File: config.mk
export PLATFORM = sky130hd
export DESIGN_NAME = switch_port_policy_control
export DESIGN_NICKNAME = d
export VERILOG_FILES = /design/src/logic/port_policy_pkg.sv /design/src/logic/frame_fifo.sv /design/src/logic/switch_port_policy_control.sv
export VERILOG_INCLUDE_DIRS = /design/src /design/src/logic
export SDC_FILE = /design/constraint.sdc
export NUM_CORES = 1
export LEC_CHECK = 0
export BUFFER_PORTS_ARGS = -buffer_cell sky130_fd_sc_hd__buf_2
export CELL_PAD_IN_SITES_DETAIL_PLACEMENT = 0
export CELL_PAD_IN_SITES_GLOBAL_PLACEMENT = 2
export CORE_AREA = 2 2 252 254
export CTS_CLUSTER_DIAMETER = 80
export CTS_CLUSTER_SIZE = 30
export DETAILED_ROUTE_END_ITERATION = 8
export DIE_AREA = 0 0 254 256
export PLACE_DENSITY_LB_ADDON = 0.1
export SLEW_MARGIN = 40
export SYNTH_ARGS = -nofsm -noshare
export SYNTH_HDL_FRONTEND = slang
export SYNTH_HIERARCHICAL = 1
export SYNTH_SLANG_ARGS = --single-unit
File: constraint.sdc
create_clock -name pclk -period 7.8 [get_ports pclk]
set_input_delay 1.17 -clock pclk [delete_from_list [all_inputs] [get_ports pclk]]
set_output_delay 1.17 -clock pclk [all_outputs]
set_load 0.03 [all_outputs]
File: src/logic/port_policy_params.svh
// Function
// - disabled port neither receives nor transmits frames
// - auto mode takes negotiated speed and duplex
// - forced mode uses configured speed and duplex
// - speed/duplex writable only forced; auto shows result
// - flow control on: pause sender when overloaded
// - flow control off: drop frames when overloaded
// - ingress rate limit 0..8000 in 128K steps
// - egress rate limit 0..8000, enforced on output
// - zero disables limiting; 1..8000 enforced rates
// - ingress limit enforced by pause toward partner
// - secure port learns no new source addresses
// - secure port forwards only known source addresses
// - storm filter enable per port, global mode
// - jumbo option on: forward jumbo frames
// - jumbo frames up to nine kilobytes
`ifndef PORT_POLICY_PARAMS_SVH
`define PORT_POLICY_PARAMS_SVH

// register byte offsets
`define REG_CTRL        8'h00
`define REG_ING_RATE    8'h04
`define REG_EGR_RATE    8'h08
`define REG_STATUS      8'h0C
`define REG_DROPS       8'h10

// control register fields
`define CTRL_EN         0
`define CTRL_FORCE      1
`define CTRL_SPD_LO     2
`define CTRL_SPD_HI     3
`define CTRL_FDX        4
`define CTRL_FC         5
`define CTRL_SEC        6
`define CTRL_STORM      7
`define CTRL_JUMBO      8
`define CTRL_RESET      9'h1B5

// status register fields
`define STAT_LINK       0
`define STAT_SPD_LO     1
`define STAT_SPD_HI     2
`define STAT_FDX        3
`define STAT_PAUSE      4
`define STAT_ING_OVER   5
`define STAT_EGR_OVER   6
`define STAT_LVL_LO     8

// rate limiting
`define RATE_W          13
`define RATE_MAX        13'h1F40
`define CLK_HZ          100000000
`define RATE_UNIT_BPS   128000
`define BYTE_COST       ((`CLK_HZ * 8) / `RATE_UNIT_BPS)
`define BURST_BYTES     2048
`define BUCKET_CAP      (`BYTE_COST * `BURST_BYTES)

// frame lengths in bytes
`define STD_MAX_LEN     14'h05EE
`define JUMBO_MAX_LEN   14'h2400

// ingress buffer
`define FIFO_DEPTH      16
`define PAUSE_HI_LVL    5'h0C
`define PAUSE_LO_LVL    5'h04

`endif

File: src/logic/port_policy_pkg.sv
package port_policy_pkg;

  // one byte of a frame
  typedef struct packed {
    logic       err;
    logic       last;
    logic [7:0] data;
  } beat_t;

  // lookups for the frame now starting, valid with its first byte
  typedef struct packed {
    logic sa_known;
    logic storm_hit;
  } frame_info_t;

  // link state from the transceiver pins
  typedef struct packed {
    logic       link_up;
    logic [1:0] speed;
    logic       full;
  } phy_status_t;

  typedef enum logic [1:0] {
    SPD_10   = 2'b00,
    SPD_100  = 2'b01,
    SPD_1000 = 2'b10
  } link_speed_t;

  typedef enum logic [1:0] {
    ST_IDLE  = 2'b00,
    ST_PASS  = 2'b01,
    ST_DROP  = 2'b10,
    ST_ABORT = 2'b11
  } rx_state_t;

endpackage

File: src/logic/frame_fifo.sv
`timescale 1ns/100ps
`default_nettype none
module frame_fifo #(
  parameter int WIDTH = 10,
  parameter int DEPTH = 16
) (
  // clock and reset
  input  wire logic                       pclk,
  input  wire logic                       presetn,
  // fill side
  input  wire logic                       in_valid,
  input  wire logic [WIDTH-1:0]           in_data,
  output logic                            in_ready,
  // drain side
  output logic                            out_valid,
  input  wire logic                       out_ready,
  output logic [WIDTH-1:0]                out_data,
  // occupancy including the output stage
  output logic [$clog2(DEPTH+1)-1:0]      level
);
  localparam int AW = $clog2(DEPTH);
  localparam int CW = $clog2(DEPTH+1);

  logic [WIDTH-1:0] mem [DEPTH];
  logic [AW-1:0]    wr_ptr_q;
  logic [AW-1:0]    rd_ptr_q;
  logic [CW-1:0]    count_q;
  logic             wr;
  logic             rd;

  // output stage is a flop so the drain never sees memory read timing
  assign in_ready = count_q < CW'(DEPTH);
  assign wr       = in_valid && in_ready;
  assign rd       = (count_q != '0) && (!out_valid || out_ready);
  assign level    = count_q + CW'(out_valid);

  always_ff @(posedge pclk) begin
    if (wr) begin
      mem[wr_ptr_q] <= in_data;
    end
  end

  always_ff @(posedge pclk or negedge presetn) begin
    if (!presetn) begin
      wr_ptr_q <= '0;
      rd_ptr_q <= '0;
      count_q  <= '0;
    end else begin
      if (wr) begin
        wr_ptr_q <= wr_ptr_q + 1'b1;
      end
      if (rd) begin
        rd_ptr_q <= rd_ptr_q + 1'b1;
      end
      count_q <= count_q + CW'(wr) - CW'(rd);
    end
  end

  always_ff @(posedge pclk or negedge presetn) begin
    if (!presetn) begin
      out_valid <= 1'b0;
      out_data  <= '0;
    end else if (rd) begin
      out_valid <= 1'b1;
      out_data  <= mem[rd_ptr_q];
    end else if (out_ready) begin
      out_valid <= 1'b0;
    end
  end
endmodule
`default_nettype wire

File: src/logic/switch_port_policy_control.sv
// The address map and the APB register port were decided locally.
`timescale 1ns/100ps
`default_nettype none
`include "port_policy_params.svh"
module switch_port_policy_control
  import port_policy_pkg::*;
#(
  parameter int FIFO_DEPTH = `FIFO_DEPTH
) (
  // clock and reset
  input  wire logic         pclk,
  input  wire logic         presetn,
  // apb slave
  input  wire logic         psel,
  input  wire logic         penable,
  input  wire logic         pwrite,
  input  wire logic [7:0]   paddr,
  input  wire logic [31:0]  pwdata,
  output logic              pready,
  output logic [31:0]       prdata,
  output logic              pslverr,
  // transceiver negotiation
  input  wire phy_status_t  phy_status,
  output logic              an_enable,
  output logic [1:0]        force_speed,
  output logic              force_full,
  // receive stream from the link
  input  wire logic         rx_valid,
  input  wire beat_t        rx_beat,
  input  wire frame_info_t  rx_info,
  output logic              pause_req,
  // address learning
  output logic              learn_en,
  output logic              learn_req,
  // forward stream toward the fabric
  output logic              fwd_valid,
  output beat_t             fwd_beat,
  input  wire logic         fwd_ready,
  // egress stream from the fabric
  input  wire logic         eg_valid,
  input  wire beat_t        eg_beat,
  output logic              eg_ready,
  // transmit stream toward the link
  output logic              tx_valid,
  output beat_t             tx_beat,
  input  wire logic         tx_ready
);
  localparam int LW = $clog2(FIFO_DEPTH+1);

  // token bucket, credit per cycle equals the rate setting
  function automatic logic signed [31:0] bucket_next(
    input logic signed [31:0] b,
    input logic [`RATE_W-1:0] rate,
    input logic               spend
  );
    logic signed [31:0] n;
    n = b + $signed({19'h0, rate}) - (spend ? 32'(`BYTE_COST) : 32'sh0);
    if (rate == '0) begin
      n = 32'sh0;
    end else if (n > 32'(`BUCKET_CAP)) begin
      n = 32'(`BUCKET_CAP);
    end
    return n;
  endfunction

  logic [8:0]              ctrl_q;
  logic [`RATE_W-1:0]      ing_rate_q;
  logic [`RATE_W-1:0]      egr_rate_q;
  logic [31:0]             drops_q;
  phy_status_t             sync1_q;
  phy_status_t             sync2_q;
  phy_status_t             sync3_q;
  phy_status_t             phy_q;
  logic                    wr_acc;
  logic                    rd_sel;
  logic [31:0]             rd_data;
  logic                    rd_hit;
  logic [1:0]              act_speed;
  logic                    act_full;
  logic                    en;
  logic signed [31:0]      ing_bkt_q;
  logic signed [31:0]      egr_bkt_q;
  logic                    ing_over;
  logic                    egr_over;
  rx_state_t               rx_state_q;
  rx_state_t               rx_state_d;
  logic [13:0]             len_q;
  logic [13:0]             len_d;
  logic                    seen_last_q;
  logic                    seen_last_d;
  logic [13:0]             max_len;
  logic                    push;
  beat_t                   push_beat;
  logic                    drop_evt;
  logic                    learn_d;
  logic                    fifo_in_ready;
  logic [LW-1:0]           level;
  logic                    eg_take;
  logic                    eg_send;
  beat_t                   eg_out;
  logic                    eg_drop_q;
  logic                    eg_drop_d;
  logic [13:0]             eg_len_q;
  logic [13:0]             eg_len_d;
  logic                    tx_valid_d;

  assign en       = ctrl_q[`CTRL_EN];
  assign max_len  = ctrl_q[`CTRL_JUMBO] ? `JUMBO_MAX_LEN : `STD_MAX_LEN;
  assign ing_over = (ing_rate_q != '0) && ing_bkt_q[31];
  assign egr_over = (egr_rate_q != '0) && egr_bkt_q[31];

  // pins are asynchronous: take a change once the second and third stages agree
  always_ff @(posedge pclk or negedge presetn) begin
    if (!presetn) begin
      sync1_q <= '0;
      sync2_q <= '0;
      sync3_q <= '0;
      phy_q   <= '0;
    end else begin
      sync1_q <= phy_status;
      sync2_q <= sync1_q;
      sync3_q <= sync2_q;
      if (sync2_q == sync3_q) begin
        phy_q <= sync3_q;
      end
    end
  end

  // forced mode uses the stored values, auto takes the negotiated ones
  always_comb begin
    if (ctrl_q[`CTRL_FORCE]) begin
      act_speed = ctrl_q[`CTRL_SPD_HI:`CTRL_SPD_LO];
      act_full  = ctrl_q[`CTRL_FDX];
    end else begin
      act_speed = phy_q.speed;
      act_full  = phy_q.full;
    end
  end

  always_ff @(posedge pclk or negedge presetn) begin
    if (!presetn) begin
      an_enable   <= 1'b1;
      force_speed <= SPD_100;
      force_full  <= 1'b1;
    end else begin
      an_enable   <= !ctrl_q[`CTRL_FORCE];
      force_speed <= ctrl_q[`CTRL_SPD_HI:`CTRL_SPD_LO];
      force_full  <= ctrl_q[`CTRL_FDX];
    end
  end

  // apb: answer in the second access cycle, write lands at that edge
  assign rd_sel = psel && penable && !pready;
  assign wr_acc = psel && penable && pready && pwrite;

  always_comb begin
    rd_data = 32'h0000_0000;
    rd_hit  = 1'b1;
    case (paddr)
      `REG_CTRL: begin
        rd_data[8:0]                      = ctrl_q;
        rd_data[`CTRL_SPD_HI:`CTRL_SPD_LO] = act_speed;
        rd_data[`CTRL_FDX]                 = act_full;
      end
      `REG_ING_RATE: begin
        rd_data[`RATE_W-1:0] = ing_rate_q;
      end
      `REG_EGR_RATE: begin
        rd_data[`RATE_W-1:0] = egr_rate_q;
      end
      `REG_STATUS: begin
        rd_data[`STAT_LINK]                 = phy_q.link_up;
        rd_data[`STAT_SPD_HI:`STAT_SPD_LO]  = act_speed;
        rd_data[`STAT_FDX]                  = act_full;
        rd_data[`STAT_PAUSE]                = pause_req;
        rd_data[`STAT_ING_OVER]             = ing_over;
        rd_data[`STAT_EGR_OVER]             = egr_over;
        rd_data[`STAT_LVL_LO +: LW]         = level;
      end
      `REG_DROPS: begin
        rd_data = drops_q;
      end
      default: begin
        rd_hit = 1'b0;
      end
    endcase
  end

  always_ff @(posedge pclk or negedge presetn) begin
    if (!presetn) begin
      pready  <= 1'b0;
      prdata  <= 32'h0000_0000;
      pslverr <= 1'b0;
    end else begin
      pready  <= rd_sel;
      if (rd_sel) begin
        prdata  <= pwrite ? 32'h0000_0000 : rd_data;
        pslverr <= !rd_hit;
      end else begin
        pslverr <= 1'b0;
      end
    end
  end

  always_ff @(posedge pclk or negedge presetn) begin
    if (!presetn) begin
      ctrl_q     <= `CTRL_RESET;
      ing_rate_q <= '0;
      egr_rate_q <= '0;
    end else if (wr_acc) begin
      case (paddr)
        `REG_CTRL: begin
          ctrl_q[`CTRL_EN]    <= pwdata[`CTRL_EN];
          ctrl_q[`CTRL_FORCE] <= pwdata[`CTRL_FORCE];
          ctrl_q[`CTRL_FC]    <= pwdata[`CTRL_FC];
          ctrl_q[`CTRL_SEC]   <= pwdata[`CTRL_SEC];
          ctrl_q[`CTRL_STORM] <= pwdata[`CTRL_STORM];
          ctrl_q[`CTRL_JUMBO] <= pwdata[`CTRL_JUMBO];
          if (pwdata[`CTRL_FORCE]) begin
            ctrl_q[`CTRL_SPD_HI:`CTRL_SPD_LO] <= pwdata[`CTRL_SPD_HI:`CTRL_SPD_LO];
            ctrl_q[`CTRL_FDX]                 <= pwdata[`CTRL_FDX];
          end
        end
        `REG_ING_RATE: begin
          if (pwdata[31:0] <= 32'(`RATE_MAX)) begin
            ing_rate_q <= pwdata[`RATE_W-1:0];
          end
        end
        `REG_EGR_RATE: begin
          if (pwdata[31:0] <= 32'(`RATE_MAX)) begin
            egr_rate_q <= pwdata[`RATE_W-1:0];
          end
        end
        default: begin
        end
      endcase
    end
  end

  // receive side: decide a frame's fate on its first byte
  always_comb begin
    rx_state_d  = rx_state_q;
    len_d       = len_q;
    seen_last_d = seen_last_q;
    push        = 1'b0;
    push_beat   = rx_beat;
    drop_evt    = 1'b0;
    learn_d     = 1'b0;
    case (rx_state_q)
      ST_IDLE: begin
        if (rx_valid) begin
          if (!en
              || (ctrl_q[`CTRL_SEC] && !rx_info.sa_known)
              || (ctrl_q[`CTRL_STORM] && rx_info.storm_hit)
              || !fifo_in_ready) begin
            drop_evt   = 1'b1;
            rx_state_d = rx_beat.last ? ST_IDLE : ST_DROP;
          end else begin
            push       = 1'b1;
            len_d      = 14'h0001;
            rx_state_d = rx_beat.last ? ST_IDLE : ST_PASS;
            learn_d    = !ctrl_q[`CTRL_SEC] && !rx_info.sa_known;
          end
        end
      end
      ST_PASS: begin
        if (rx_valid) begin
          // a buffer overrun or oversize frame is cut and marked bad
          if (!en || !fifo_in_ready || len_q >= max_len) begin
            drop_evt    = 1'b1;
            seen_last_d = rx_beat.last;
            rx_state_d  = ST_ABORT;
          end else begin
            push       = 1'b1;
            len_d      = len_q + 14'h0001;
            rx_state_d = rx_beat.last ? ST_IDLE : ST_PASS;
          end
        end
      end
      ST_ABORT: begin
        if (rx_valid && rx_beat.last) begin
          seen_last_d = 1'b1;
        end
        if (fifo_in_ready) begin
          push       = 1'b1;
          push_beat  = '{err: 1'b1, last: 1'b1, data: 8'h00};
          rx_state_d = (seen_last_q || (rx_valid && rx_beat.last)) ? ST_IDLE : ST_DROP;
        end
      end
      ST_DROP: begin
        if (rx_valid && rx_beat.last) begin
          rx_state_d = ST_IDLE;
        end
      end
      default: begin
        rx_state_d = ST_IDLE;
      end
    endcase
  end

  always_ff @(posedge pclk or negedge presetn) begin
    if (!presetn) begin
      rx_state_q  <= ST_IDLE;
      len_q       <= '0;
      seen_last_q <= 1'b0;
      drops_q     <= '0;
      learn_req   <= 1'b0;
      learn_en    <= 1'b0;
    end else begin
      rx_state_q  <= rx_state_d;
      len_q       <= len_d;
      seen_last_q <= seen_last_d;
      learn_req   <= learn_d;
      learn_en    <= en && !ctrl_q[`CTRL_SEC];
      if (drop_evt && drops_q != 32'hFFFF_FFFF) begin
        drops_q <= drops_q + 32'h0000_0001;
      end
    end
  end

  // ingress rate is held by pausing the partner, not by dropping
  always_ff @(posedge pclk or negedge presetn) begin
    if (!presetn) begin
      ing_bkt_q <= '0;
      egr_bkt_q <= '0;
      pause_req <= 1'b0;
    end else begin
      ing_bkt_q <= bucket_next(ing_bkt_q, ing_rate_q, push && !push_beat.err);
      egr_bkt_q <= bucket_next(egr_bkt_q, egr_rate_q, eg_send);
      // hysteresis keeps the link from flapping between pause and resume
      pause_req <= en && ((ctrl_q[`CTRL_FC]
                           && (level >= LW'(`PAUSE_HI_LVL)
                               || (pause_req && level > LW'(`PAUSE_LO_LVL))))
                          || ing_over);
    end
  end

  frame_fifo #(
    .WIDTH ($bits(beat_t)),
    .DEPTH (FIFO_DEPTH)
  ) u_rx_fifo (
    .pclk      (pclk),
    .presetn   (presetn),
    .in_valid  (push),
    .in_data   (push_beat),
    .in_ready  (fifo_in_ready),
    .out_valid (fwd_valid),
    .out_ready (fwd_ready),
    .out_data  (fwd_beat),
    .level     (level)
  );

  // egress: sent beats one per two cycles at most, paced by the bucket; discarded beats may be taken every cycle
  always_comb begin
    eg_take   = eg_valid && eg_ready;
    eg_send   = 1'b0;
    eg_out    = eg_beat;
    eg_drop_d = eg_drop_q;
    eg_len_d  = eg_len_q;
    if (eg_take) begin
      if (eg_drop_q) begin
        eg_drop_d = !eg_beat.last;
      end else if (!en) begin
        eg_drop_d = !eg_beat.last;
      end else if (eg_len_q >= max_len) begin
        eg_send    = 1'b1;
        eg_out.err  = 1'b1;
        eg_out.last = 1'b1;
        eg_drop_d  = !eg_beat.last;
        eg_len_d   = '0;
      end else begin
        eg_send  = 1'b1;
        eg_len_d = eg_beat.last ? 14'h0000 : eg_len_q + 14'h0001;
      end
    end
    tx_valid_d = eg_send || (tx_valid && !tx_ready);
  end

  always_ff @(posedge pclk or negedge presetn) begin
    if (!presetn) begin
      eg_drop_q <= 1'b0;
      eg_len_q  <= '0;
      eg_ready  <= 1'b0;
      tx_valid  <= 1'b0;
      tx_beat   <= '0;
    end else begin
      eg_drop_q <= eg_drop_d;
      eg_len_q  <= eg_len_d;
      eg_ready  <= eg_drop_d || !en || (!egr_over && !tx_valid_d);
      tx_valid  <= tx_valid_d;
      if (eg_send) begin
        tx_beat <= eg_out;
      end
    end
  end

endmodule
`default_nettype wire

# Yosys cells after proc, flatten, opt, wreduce, memory -nomap -nowiden
# Memory sizes are Yosys's and may differ from the RTL's. A register that Yosys moved wholly into a read port is not among the register bits.
# Cells that the tools add are included.
dict set report classes {
  addsub 12
  magnitude_cmp 8
  eq_ne 17
  mux 69
  bitwise_logic 1
  reduce_logical 66
}
# operator n
set op_table {}
lappend op_table {{$mux 32} 5}
lappend op_table {{$mux 14} 7}
lappend op_table {{$add 32x14->32} 2}
lappend op_table {{$gt 32x25->1 const B} 2}
lappend op_table {{$sub 32x14->32} 2}
lappend op_table {{$pmux 7 s5} 1}
lappend op_table {{$add 32x1->32 const B} 1}
lappend op_table {{$le 32x13->1 const B} 1}
lappend op_table {{$ne 32x32->1 const B} 1}
lappend op_table {{$mux 1} 30}
lappend op_table {{$add 14x1->14 const B} 2}
lappend op_table {{$ge 14x14->1} 2}
lappend op_table {{$pmux 14 s2} 1}
lappend op_table {{$logic_not 13->1} 2}
lappend op_table {{$mux 13} 2}
lappend op_table {{$mux 2} 13}
lappend op_table {{$reduce_bool 13->1} 2}
lappend op_table {{$logic_and 1x1->1} 21}
lappend op_table {{$mux 10} 2}
lappend op_table {{$mux 19} 1}
lappend op_table {{$eq 8x4->1 const B} 2}
lappend op_table {{$ne 2x2->1 const B} 8}
lappend op_table {{$pmux 4 s4} 1}
lappend op_table {{$logic_not 1->1} 14}
lappend op_table {{other kinds (27)} 48}
dict set report word_totals {
  ff_bits 246
  mem_bits_rw 160
  inputBits 75
  output_inout_bits 64
  word_cells 216
  n_memories 1
}
# name words width rd rd_ports_with_merged_regs write_ports line
set memory_table {}
lappend memory_table {u_rx_fifo.mem 16 10 1 1 1 frame_fifo.sv:24} ;# logic [WIDTH-1:0] mem [DEPTH];

# Longest topological paths before layout
# Gate-level depths: netlist (run 1).
dict set report depth {
  ltp_word 14
  depth_mapped 27
  mapped_depth_nobuf 24
}

# By module
# The synthesis (run 1) kept the hierarchy.
# mod instances cells_each area_each_um2 seq_area_each_um2
set modules_own_cells {}
lappend modules_own_cells {switch_port_policy_control 1 1616 14741.6 5816.8}
lappend modules_own_cells {frame_fifo 1 369 7407.1 5405.2}

# Least setup slack after synthesis (run 1)
# No wires, ideal clock.
dict set report synth_path {
  path_type {register to register}
  from {register ctrl_q[8]}
  to {register ing_bkt_q[11]}
  setup_time_ns 0.152
  arrival_time_ns 6.354
  required_ns 7.648
  setup_slack_ns 1.294
  stages_incl_launch_ff 27
  path_buffers 2
  synth_period_minus_slack_ns 6.506
  path_cell_list {dfstp_2 -> inv_1 -> ha_1 -> or3b_2 -> a21boi_0 -> o21ai_0 -> a21boi_0 -> o21ai_0 -> a31oi_1 -> o31ai_2 -> clkbuf_1 -> nand2_1 -> nor2_1 -> fa_1 -> inv_1 -> ha_1 -> o21a_1 -> nor2_1 -> a211oi_2 -> o21a_2 -> o211a_1 -> o2111ai_1 -> nand2_1 -> a21oi_1 -> mux2i_1 -> clkbuf_1 -> a21boi_0}
}
dict set report synth_between {
  elab_chain_len 12
}
# element line
set synth_lines {}
lappend synth_lines {{start, declared} switch_port_policy_control.sv:66} ;# logic [8:0] ctrl_q;
lappend synth_lines {{start signal, assigned} switch_port_policy_control.sv:207} ;# ctrl_q <= `CTRL_RESET;
lappend synth_lines {{start signal, assigned by index} switch_port_policy_control.sv:213} ;# ctrl_q[`CTRL_EN] <= pwdata[`CTRL_EN];
lappend synth_lines {{start signal, assigned by index} switch_port_policy_control.sv:214} ;# ctrl_q[`CTRL_FORCE] <= pwdata[`CTRL_FORCE];
lappend synth_lines {{$mux 14 (no source line) *} n/a}
lappend synth_lines {{$ge 14x14->1 *} switch_port_policy_control.sv:269} ;# if (!en || !fifo_in_ready || len_q >= max_len) begin
lappend synth_lines {{$logic_or 1x1->1 *} switch_port_policy_control.sv:269}
lappend synth_lines {{$mux 1 *} switch_port_policy_control.sv:269}
lappend synth_lines {{$mux 1 *} switch_port_policy_control.sv:267} ;# if (rx_valid) begin
lappend synth_lines {{$pmux 1 s3 *} switch_port_policy_control.sv:249} ;# case (rx_state_q)
lappend synth_lines {{$logic_and 1x1->1 *} switch_port_policy_control.sv:328} ;# ing_bkt_q <= bucket_next(ing_bkt_q, ing_rate_q, push && !push_beat.err);
lappend synth_lines {{$mux 13 *} switch_port_policy_control.sv:57} ;# n = b + $signed({19'h0, rate}) - (spend ? 32'(`BYTE_COST) : 32'sh0);
lappend synth_lines {{$sub 32x14->32 *} switch_port_policy_control.sv:57}
lappend synth_lines {{$gt 32x25->1} switch_port_policy_control.sv:60} ;# end else if (n > 32'(`BUCKET_CAP)) begin
lappend synth_lines {{$mux 32 *} switch_port_policy_control.sv:60}
lappend synth_lines {{$mux 32 *} switch_port_policy_control.sv:58} ;# if (rate == '0) begin
lappend synth_lines {{end signal, assigned} switch_port_policy_control.sv:328}
lappend synth_lines {{end, declared} switch_port_policy_control.sv:81} ;# logic signed [31:0] ing_bkt_q;
# Every way passes the cells marked *; elsewhere a longest branch is shown, timed or not.
# A chain may end at the register's enable or synchronous reset.

# Worst setup path after layout (run 1)
dict set report layout_path {
  from {register ctrl_q[8]}
  to {register ing_bkt_q[5]}
}
# The elaborated chain is that of the path after synthesis.

==> impl_metrics.tcl, run 1 <==
set metrics [dict create \
    ioPinCount 139 \
    cts_setup_buffers 0 \
    dieWidth_um 254 \
    antenna_found_initial 4 \
    multiInputGateArea_um2 10000 \
    yosys_warnings 6 \
    rsz0062_at_grt "false" \
    reg2reg_from "ctrl_q[8]" \
    synth_fp_nets 2181 \
    nets 2309 \
    cp_data_required_time_ns 8.17 \
    status "finished clean" \
    drcViolationCount 0 \
    whs_ns 0.356 \
    synth_ff_type "dfrtp_1" \
    path_common_cell "a21boi_0" \
    vias 15400 \
    cts_resized 0 \
    drt_iter0_drc 893 \
    finalHoldViolations 0 \
    path_cells "inv_1, ha_1, or3b_2, a21boi_0, o21ai_0, a21boi_0, o21ai_0, a31oi_1, o31ai_2, nand2_1, nor2_2, fa_1, inv_1, ha_1, a21oi_1, o21ai_1, mux2i_1, o31ai_1, or2_2, o311ai_0, nor3_1, o311ai_1, or4b_1, a21boi_0" \
    crit_path_max_incr_delay_ns 0.73 \
    design_area_um2 25100 \
    powerDensity_nw_per_um2 210 \
    critPathKind "flip-flop to flip-flop" \
    grt_pass1_vias 15900 \
    ys_types 87 \
    cp-endpoint "ing_bkt_q[5]" \
    track_usage_pct 18.3 \
    syn-cell-area_um2 22100 \
    root_buffer "clkbuf_16" \
    pre_cts_ws_ns 0.655 \
    drtPass1Iterations 5 \
    areaGrowthSynthToFinish_pct 13.2 \
    synth_area_leaders "dfrtp_1, edfxtp_1, ha_1" \
    max_slew_margin_pct 45.4 \
    ys_ff_latch 416 \
    cts.sinks 416 \
    rows 92 \
    cts_tree "yes" \
    hpwl_mm 42.5 \
    holdBufCountCts 0 \
    synth_top_area_share_pct 27.9 \
    initial_utilization_pct 35.5 \
    crit_fanout 17 \
    power_leakage_nw 10.9 \
    htreeDepth 2 \
    synth_area_leader_cell "dfrtp_1" \
    fmax_ghz 0.139 \
    finalPower_w 0.00527 \
    final_antenna_net_count 0 \
    fin_ws_ns 0.622 \
    core_um2 62400 \
    final_layout_size_suffix_gt1_share_pct 15.6 \
    dpl-instance-area_um2 23800 \
    drv_slew 0 \
    grt_first_pass_wirelength_mm 93.2 \
    wl_per_cell_um 19.8 \
    numPortBuffers 138 \
    synthCells 1985 \
    overflow 0 \
    finalSetupTns_ns 0 \
    fin_crit_sh_pct 92.0 \
    r2r_slack_ns 0.62 \
    ir_worst_vdd_v 0.000187 \
    r2r_end "ing_bkt_q[5]" \
    fillers 6153 \
    endpoint_kind "flip-flop" \
    tightest_slew_ns 0.819 \
    clock_latency_ns 0.57 \
    dr_wl_met3_mm 1.84 \
    grt_start_max_net_pins 149 \
    diodes 0 \
    postSynth.asyncResetShare_pct 61.5 \
    drv_cap 0 \
    startpoint "ctrl_q[8]" \
    route.met2.wl_mm 27.9 \
    cp-start-kind "flip-flop" \
    seqCellArea_um2 11200 \
    clk_pin_slew_ns 0.09 \
    critical_path.slowest_cell "dfstp_2" \
    synth_edf_count 160 \
    hold_path_class "flip-flop to flip-flop" \
    synth_seq_area_share_pct 50.7 \
    arrival_ns 7.54 \
    wl_met1_mm 28.5 \
    synth_area_per_cell_um2 11.2 \
    vias_per_cell 5.17 \
    min-delay-start "sync1_q[3]" \
    top_layer_used "met5" \
    totalWireLength_mm 59.1 \
    gp_congestion 0.803 \
    setup_viol 0 \
    finalClockSkew_ns 0.0540 \
    clock_path_buffers 3 \
    die_area_um2 65000 \
    reg2reg_depth 24 \
    numCtsBuffers 34 \
    die_y_um 256 \
    layout_min_cycle_time_ns 7.18 \
]
where the power goes:
group	total (W)	switching [W]	internal, W	leakage, nW
Combinational	0.000894	0.000488	0.000406	5.52
Clock	0.00188	0.000958	0.000923	0.574
Sequential	0.00249	0.000133	0.00236	4.84
Total	0.00527	0.00158	0.00369	10.9
area by class of cell:
class,instances,share of cell area (%)
clock inverters,21,1.28
clock buffers,37,3.52
well taps,846,4.22
inverters,182,2.72
multi-input cells,1326,40.0
repair buffers,153,3.47
flip-flops and latches,416,44.8
kinds of logic after synthesis:
logic type	synth area share, %
AOI/OAI and AO/OA	12.0
adders and majority gates	7.28
DFF	50.7
and+or+nand+nor	13.4
muxes	7.76
buffers and inverters	4.45
xor gates and xnor gates	4.43
cells in the mapped netlist, types with 7 or more instances:
library cell  number
a211oi_1           8
a21boi_0          15
a21o_1            25
a21oi_1           89
a21oi_2            8
a222oi_1           8
a22o_1            24
a22oi_1           10
a31oi_1            7
and2_1            33
and3_1            23
and4_1            11
buf_2              7
buf_6              7
clkbuf_1          38
dfrtp_1          247
dfstp_2            9
edfxtp_1         160
fa_1              13
ha_1             108
inv_1            181
mux2_2            42
mux2i_1           31
mux4_1             9
mux4_2            31
nand2_1          176
nand2b_1          16
nand3_1           49
nand4_1           31
nor2_1           126
nor2b_1           30
nor3_1            24
nor3b_1            9
nor4_1            19
o2111ai_1          7
o211ai_1          22
o21a_1            12
o21ai_0           74
o31ai_1           11
or3_1             14
xnor2_1           58
xor2_1            54
metal layers:
layer  GRT usage (%)  vias up
li1                -     7424
met1            26.0     7735
met2            30.2      194
met3            2.15       46
met4            3.74        2
met5               0        -
worst min-delay path by stage:
stage,to,slack [ns],cells after the start
6_report,sync2_q[3],0.36,0
5_1_grt,sync2_q[3],0.36,0
4_1_cts,sync2_q[3],0.36,0
3_5_place_dp,sync2_q[3],0.33,0
3_3_place_gp,sync2_q[1],0.34,0
2_1_floorplan,sync2_q[0],0.33,0
cell usage in the layout (no fill, tap or decap), types with 8 or more instances in the layout:
master / n
a211oi_1: 8
a21boi_0: 15
a21o_1: 25
a21oi_1: 89
a21oi_2: 8
a222oi_1: 8
a22o_1: 24
a22oi_1: 10
and2_1: 33
and3_1: 23
and4_1: 11
buf_2: 137
buf_4: 11
clkbuf_16: 34
dfrtp_1: 245
dfstp_2: 9
edfxtp_1: 160
fa_1: 13
ha_1: 108
inv_1: 181
mux2_2: 42
mux2i_1: 30
mux4_1: 9
mux4_2: 31
nand2_1: 176
nand2b_1: 16
nand3_1: 49
nand4_1: 31
nor2_1: 124
nor2b_1: 30
nor3_1: 23
nor4_1: 15
o211ai_1: 22
o21a_1: 12
o21ai_0: 74
o31ai_1: 11
or3_1: 14
xnor2_1: 58
xor2_1: 54
worst max-delay path: cells and delay by family (launching register included):
family / cells / cell delay, ns
and+or+nand+nor: 6 / 1.98
muxes: 1 / 0.24
DFF: 1 / 0.73
AOI/OAI and AO/OA: 12 / 2.55
buffers and inverters: 2 / 0.24
adders and majority gates: 3 / 1.23
registers in the layout, indices dropped and copies added (netlist names), 2 cells and up:
name,cells
u_rx_fifo/mem,160
force_speed,2
u_rx_fifo/wr_ptr_q,4
sync2_q,4
ctrl_q,9
sync1_q,4
u_rx_fifo/out_data,10
tx_beat,10
drops_q,32
rx_state_q,2
ing_bkt_q,32
prdata,32
eg_len_q,14
u_rx_fifo/rd_ptr_q,4
len_q,14
sync3_q,4
ing_rate_q,13
phy_q,4
egr_bkt_q,32
egr_rate_q,13
u_rx_fifo/count_q,5
through the flow:
| stage | std cells | utilization (%) |
|---|---|---|
| floorplan | 1985 | - |
| global placement | 2921 | 38.1 |
| detailed placement | 2922 | 38.2 |
| CTS | 2980 | 40.1 |
| global route | 2981 | 40.2 |
| finish | 2981 | 40.2 |
Power figures use the tool's default switching activity.
==> inputs of run 2 (changes only) <==
==> constraint.sdc (replaced) <==
create_clock -name pclk -period 9 [get_ports pclk]
set_input_delay 1.35 -clock pclk [delete_from_list [all_inputs] [get_ports pclk]]
set_output_delay 1.35 -clock pclk [all_outputs]
set_load 0.03 [all_outputs]
==> run 2 against run 1 <==
Compared with the run above:
- highest routed layer is now met4
- flip-flop and latch count stayed put
- count of clock-buffer cells in the layout down 4
- first-iteration DRC count rose by 4.0%
- design area fell by 0.43%
- register-to-register slack improved by 1.2 ns
==> impl_metrics.tcl, run 2 (same netlist as run 1, synthesis figures left out) <==
set metrics [dict create \
    status "finished clean" \
    dieWidth_um 254 \
    areaGrowthSynthToFinish_pct 12.7 \
    hpwl_mm 42.6 \
    cts_tree "yes" \
    tightest_slew_ns 0.841 \
    final_layout_size_suffix_gt1_share_pct 15.4 \
    clock_path_buffers 3 \
    max_slew_margin_pct 44.0 \
    cts_setup_buffers 0 \
    critical_path.slowest_cell "dfstp_2" \
    vias_per_cell 5.15 \
    die_area_um2 65000 \
    setup_viol 0 \
    finalSetupTns_ns 0 \
    grt_pass1_vias 15600 \
    die_y_um 256 \
    overflow 0 \
    design_area_um2 25000 \
    path_delay_family "simple AND/OR/NAND/NOR gates" \
    arrival_ns 7.64 \
    rsz0062_at_grt "false" \
    grt_first_pass_wirelength_mm 92.5 \
    drv_slew 0 \
    cts.sinks 416 \
    fin_crit_sh_pct 79.9 \
    drcViolationCount 0 \
    largest_reg_flops 160 \
    clock_latency_ns 0.63 \
    final_cell_mix "dfrtp_1, inv_1, nand2_1, edfxtp_1, buf_2" \
    layout_commonest_cell "dfrtp_1" \
    finalHoldViolations 0 \
    core_um2 62400 \
    gp_congestion 0.806 \
    htreeDepth 1 \
    crit_buf_inv 1 \
    totalWireLength_mm 58.6 \
    drtPass1Iterations 5 \
    cts_resized 0 \
    rows 92 \
    top_register "u_rx_fifo/mem" \
    grt_start_max_net_pins 73 \
    hold_path_class "flip-flop to flip-flop" \
    vias 15400 \
    final_antenna_net_count 0 \
    antenna_found_initial 0 \
    nets 2305 \
    initial_utilization_pct 35.5 \
    dpl-instance-area_um2 23800 \
    wl_per_cell_um 19.7 \
    numPortBuffers 138 \
    power_leakage_nw 10.9 \
    powerDensity_nw_per_um2 180 \
    critPathKind "flip-flop to flip-flop" \
    endpoint_kind "flip-flop" \
    holdBufCountCts 0 \
    clk_pin_slew_ns 0.10 \
    fmax_ghz 0.139 \
    track_usage_pct 18.1 \
    finalClockSkew_ns 0.0449 \
    ir_worst_vdd_v 0.000154 \
    cp_data_required_time_ns 9.44 \
    numCtsBuffers 30 \
    drt_iter0_drc 929 \
    crit_path_max_incr_delay_ns 0.72 \
    crit_fanout 17 \
    path_common_cell "a21boi_0" \
    ioPinCount 139 \
    drv_cap 0 \
    root_buffer "clkbuf_16" \
    cp-start-kind "flip-flop" \
    layout_min_cycle_time_ns 7.19 \
    path_cells "inv_1, ha_1, or3b_2, a21boi_0, o21ai_0, a21boi_0, o21ai_0, a31oi_1, o31ai_2, nand2_1, nor2_1, fa_1, ha_1, nand2b_1, a211o_1, nand3_1, mux2_2, or2_2, o311ai_0, nor3_1, o311ai_1, or4b_1, a21boi_0" \
]
-- run 2: path summary, 6_finish.rpt --
path / from / end / slack, ns / cells past startpoint
worst max register to register: ctrl_q[8] / ing_bkt_q[3] / 1.81 / 23
max in group asynchronous: presetn / ing_bkt_q[24] / 7.11 / 2
worst min register to register: sync1_q[0] / sync2_q[0] / 0.35 / 0
worst min-delay path: sync1_q[0] / sync2_q[0] / 0.35 / 0
worst max-delay path: ctrl_q[8] / ing_bkt_q[3] / 1.81 / 23
min in group asynchronous: presetn / prdata[27] / 0.68 / 1
-- run 2: layer usage --
layer | wire [µm] | track usage, % | vias to the layer above
met1 | 28200 | 26.1 | 7666
met4 | 833 | 2.68 | 0
met2 | 27600 | 29.6 | 215
met3 | 1990 | 2.41 | 51
met5 | 0 | 0 | -
li1 | - | - | 7426
-- run 2: report_power, final --
part	internal [W]	switching, W	leakage, nW	total, W
Clock	0.000742	0.000821	0.546	0.00156
Sequential	0.00204	0.000114	4.84	0.00216
Combinational	0.000350	0.000419	5.51	0.000768
Total	0.00314	0.00135	10.9	0.00449
-- run 2: cell type report --
class / count / area [µm²]
tap: 846 / 1060
sequential: 416 / 11200
clock buffer: 33 / 772
timing repair buffer: 153 / 825
multi-input combinational: 1326 / 10000
antenna: 1 / 2.50
clock inverter: 23 / 372
fill: 6121 / 37400
inverter: 182 / 683
-- run 2: worst reg2reg max path, cell delays in order (launching register included) --
cell      delay, ns
dfstp_2        0.72
inv_1          0.18
ha_1           0.31
or3b_2         0.18
a21boi_0       0.06
o21ai_0        0.14
a21boi_0       0.09
o21ai_0        0.16
a31oi_1        0.16
o31ai_2        0.34
nand2_1        0.20
nor2_1         0.58
fa_1           0.58
ha_1           0.24
nand2b_1       0.20
a211o_1        0.30
nand3_1        0.16
mux2_2         0.37
or2_2          0.30
o311ai_0       0.39
nor3_1         0.11
o311ai_1       0.40
or4b_1         0.63
a21boi_0       0.22
-- run 2: stage by stage --
step                hold WS [ns]  setup slack, ns  cells  utilization (%)  power (W)
global placement           0.335             1.92   2923             38.1    0.00296
detailed placement         0.336             1.79   2923             38.2    0.00298
global route               0.367             1.18   2979             40.0    0.00471
finish                     0.349             1.81   2980             40.0    0.00449
CTS                        0.353             1.69   2979             40.0    0.00456
floorplan                  0.331             2.49   1985                -    0.00274
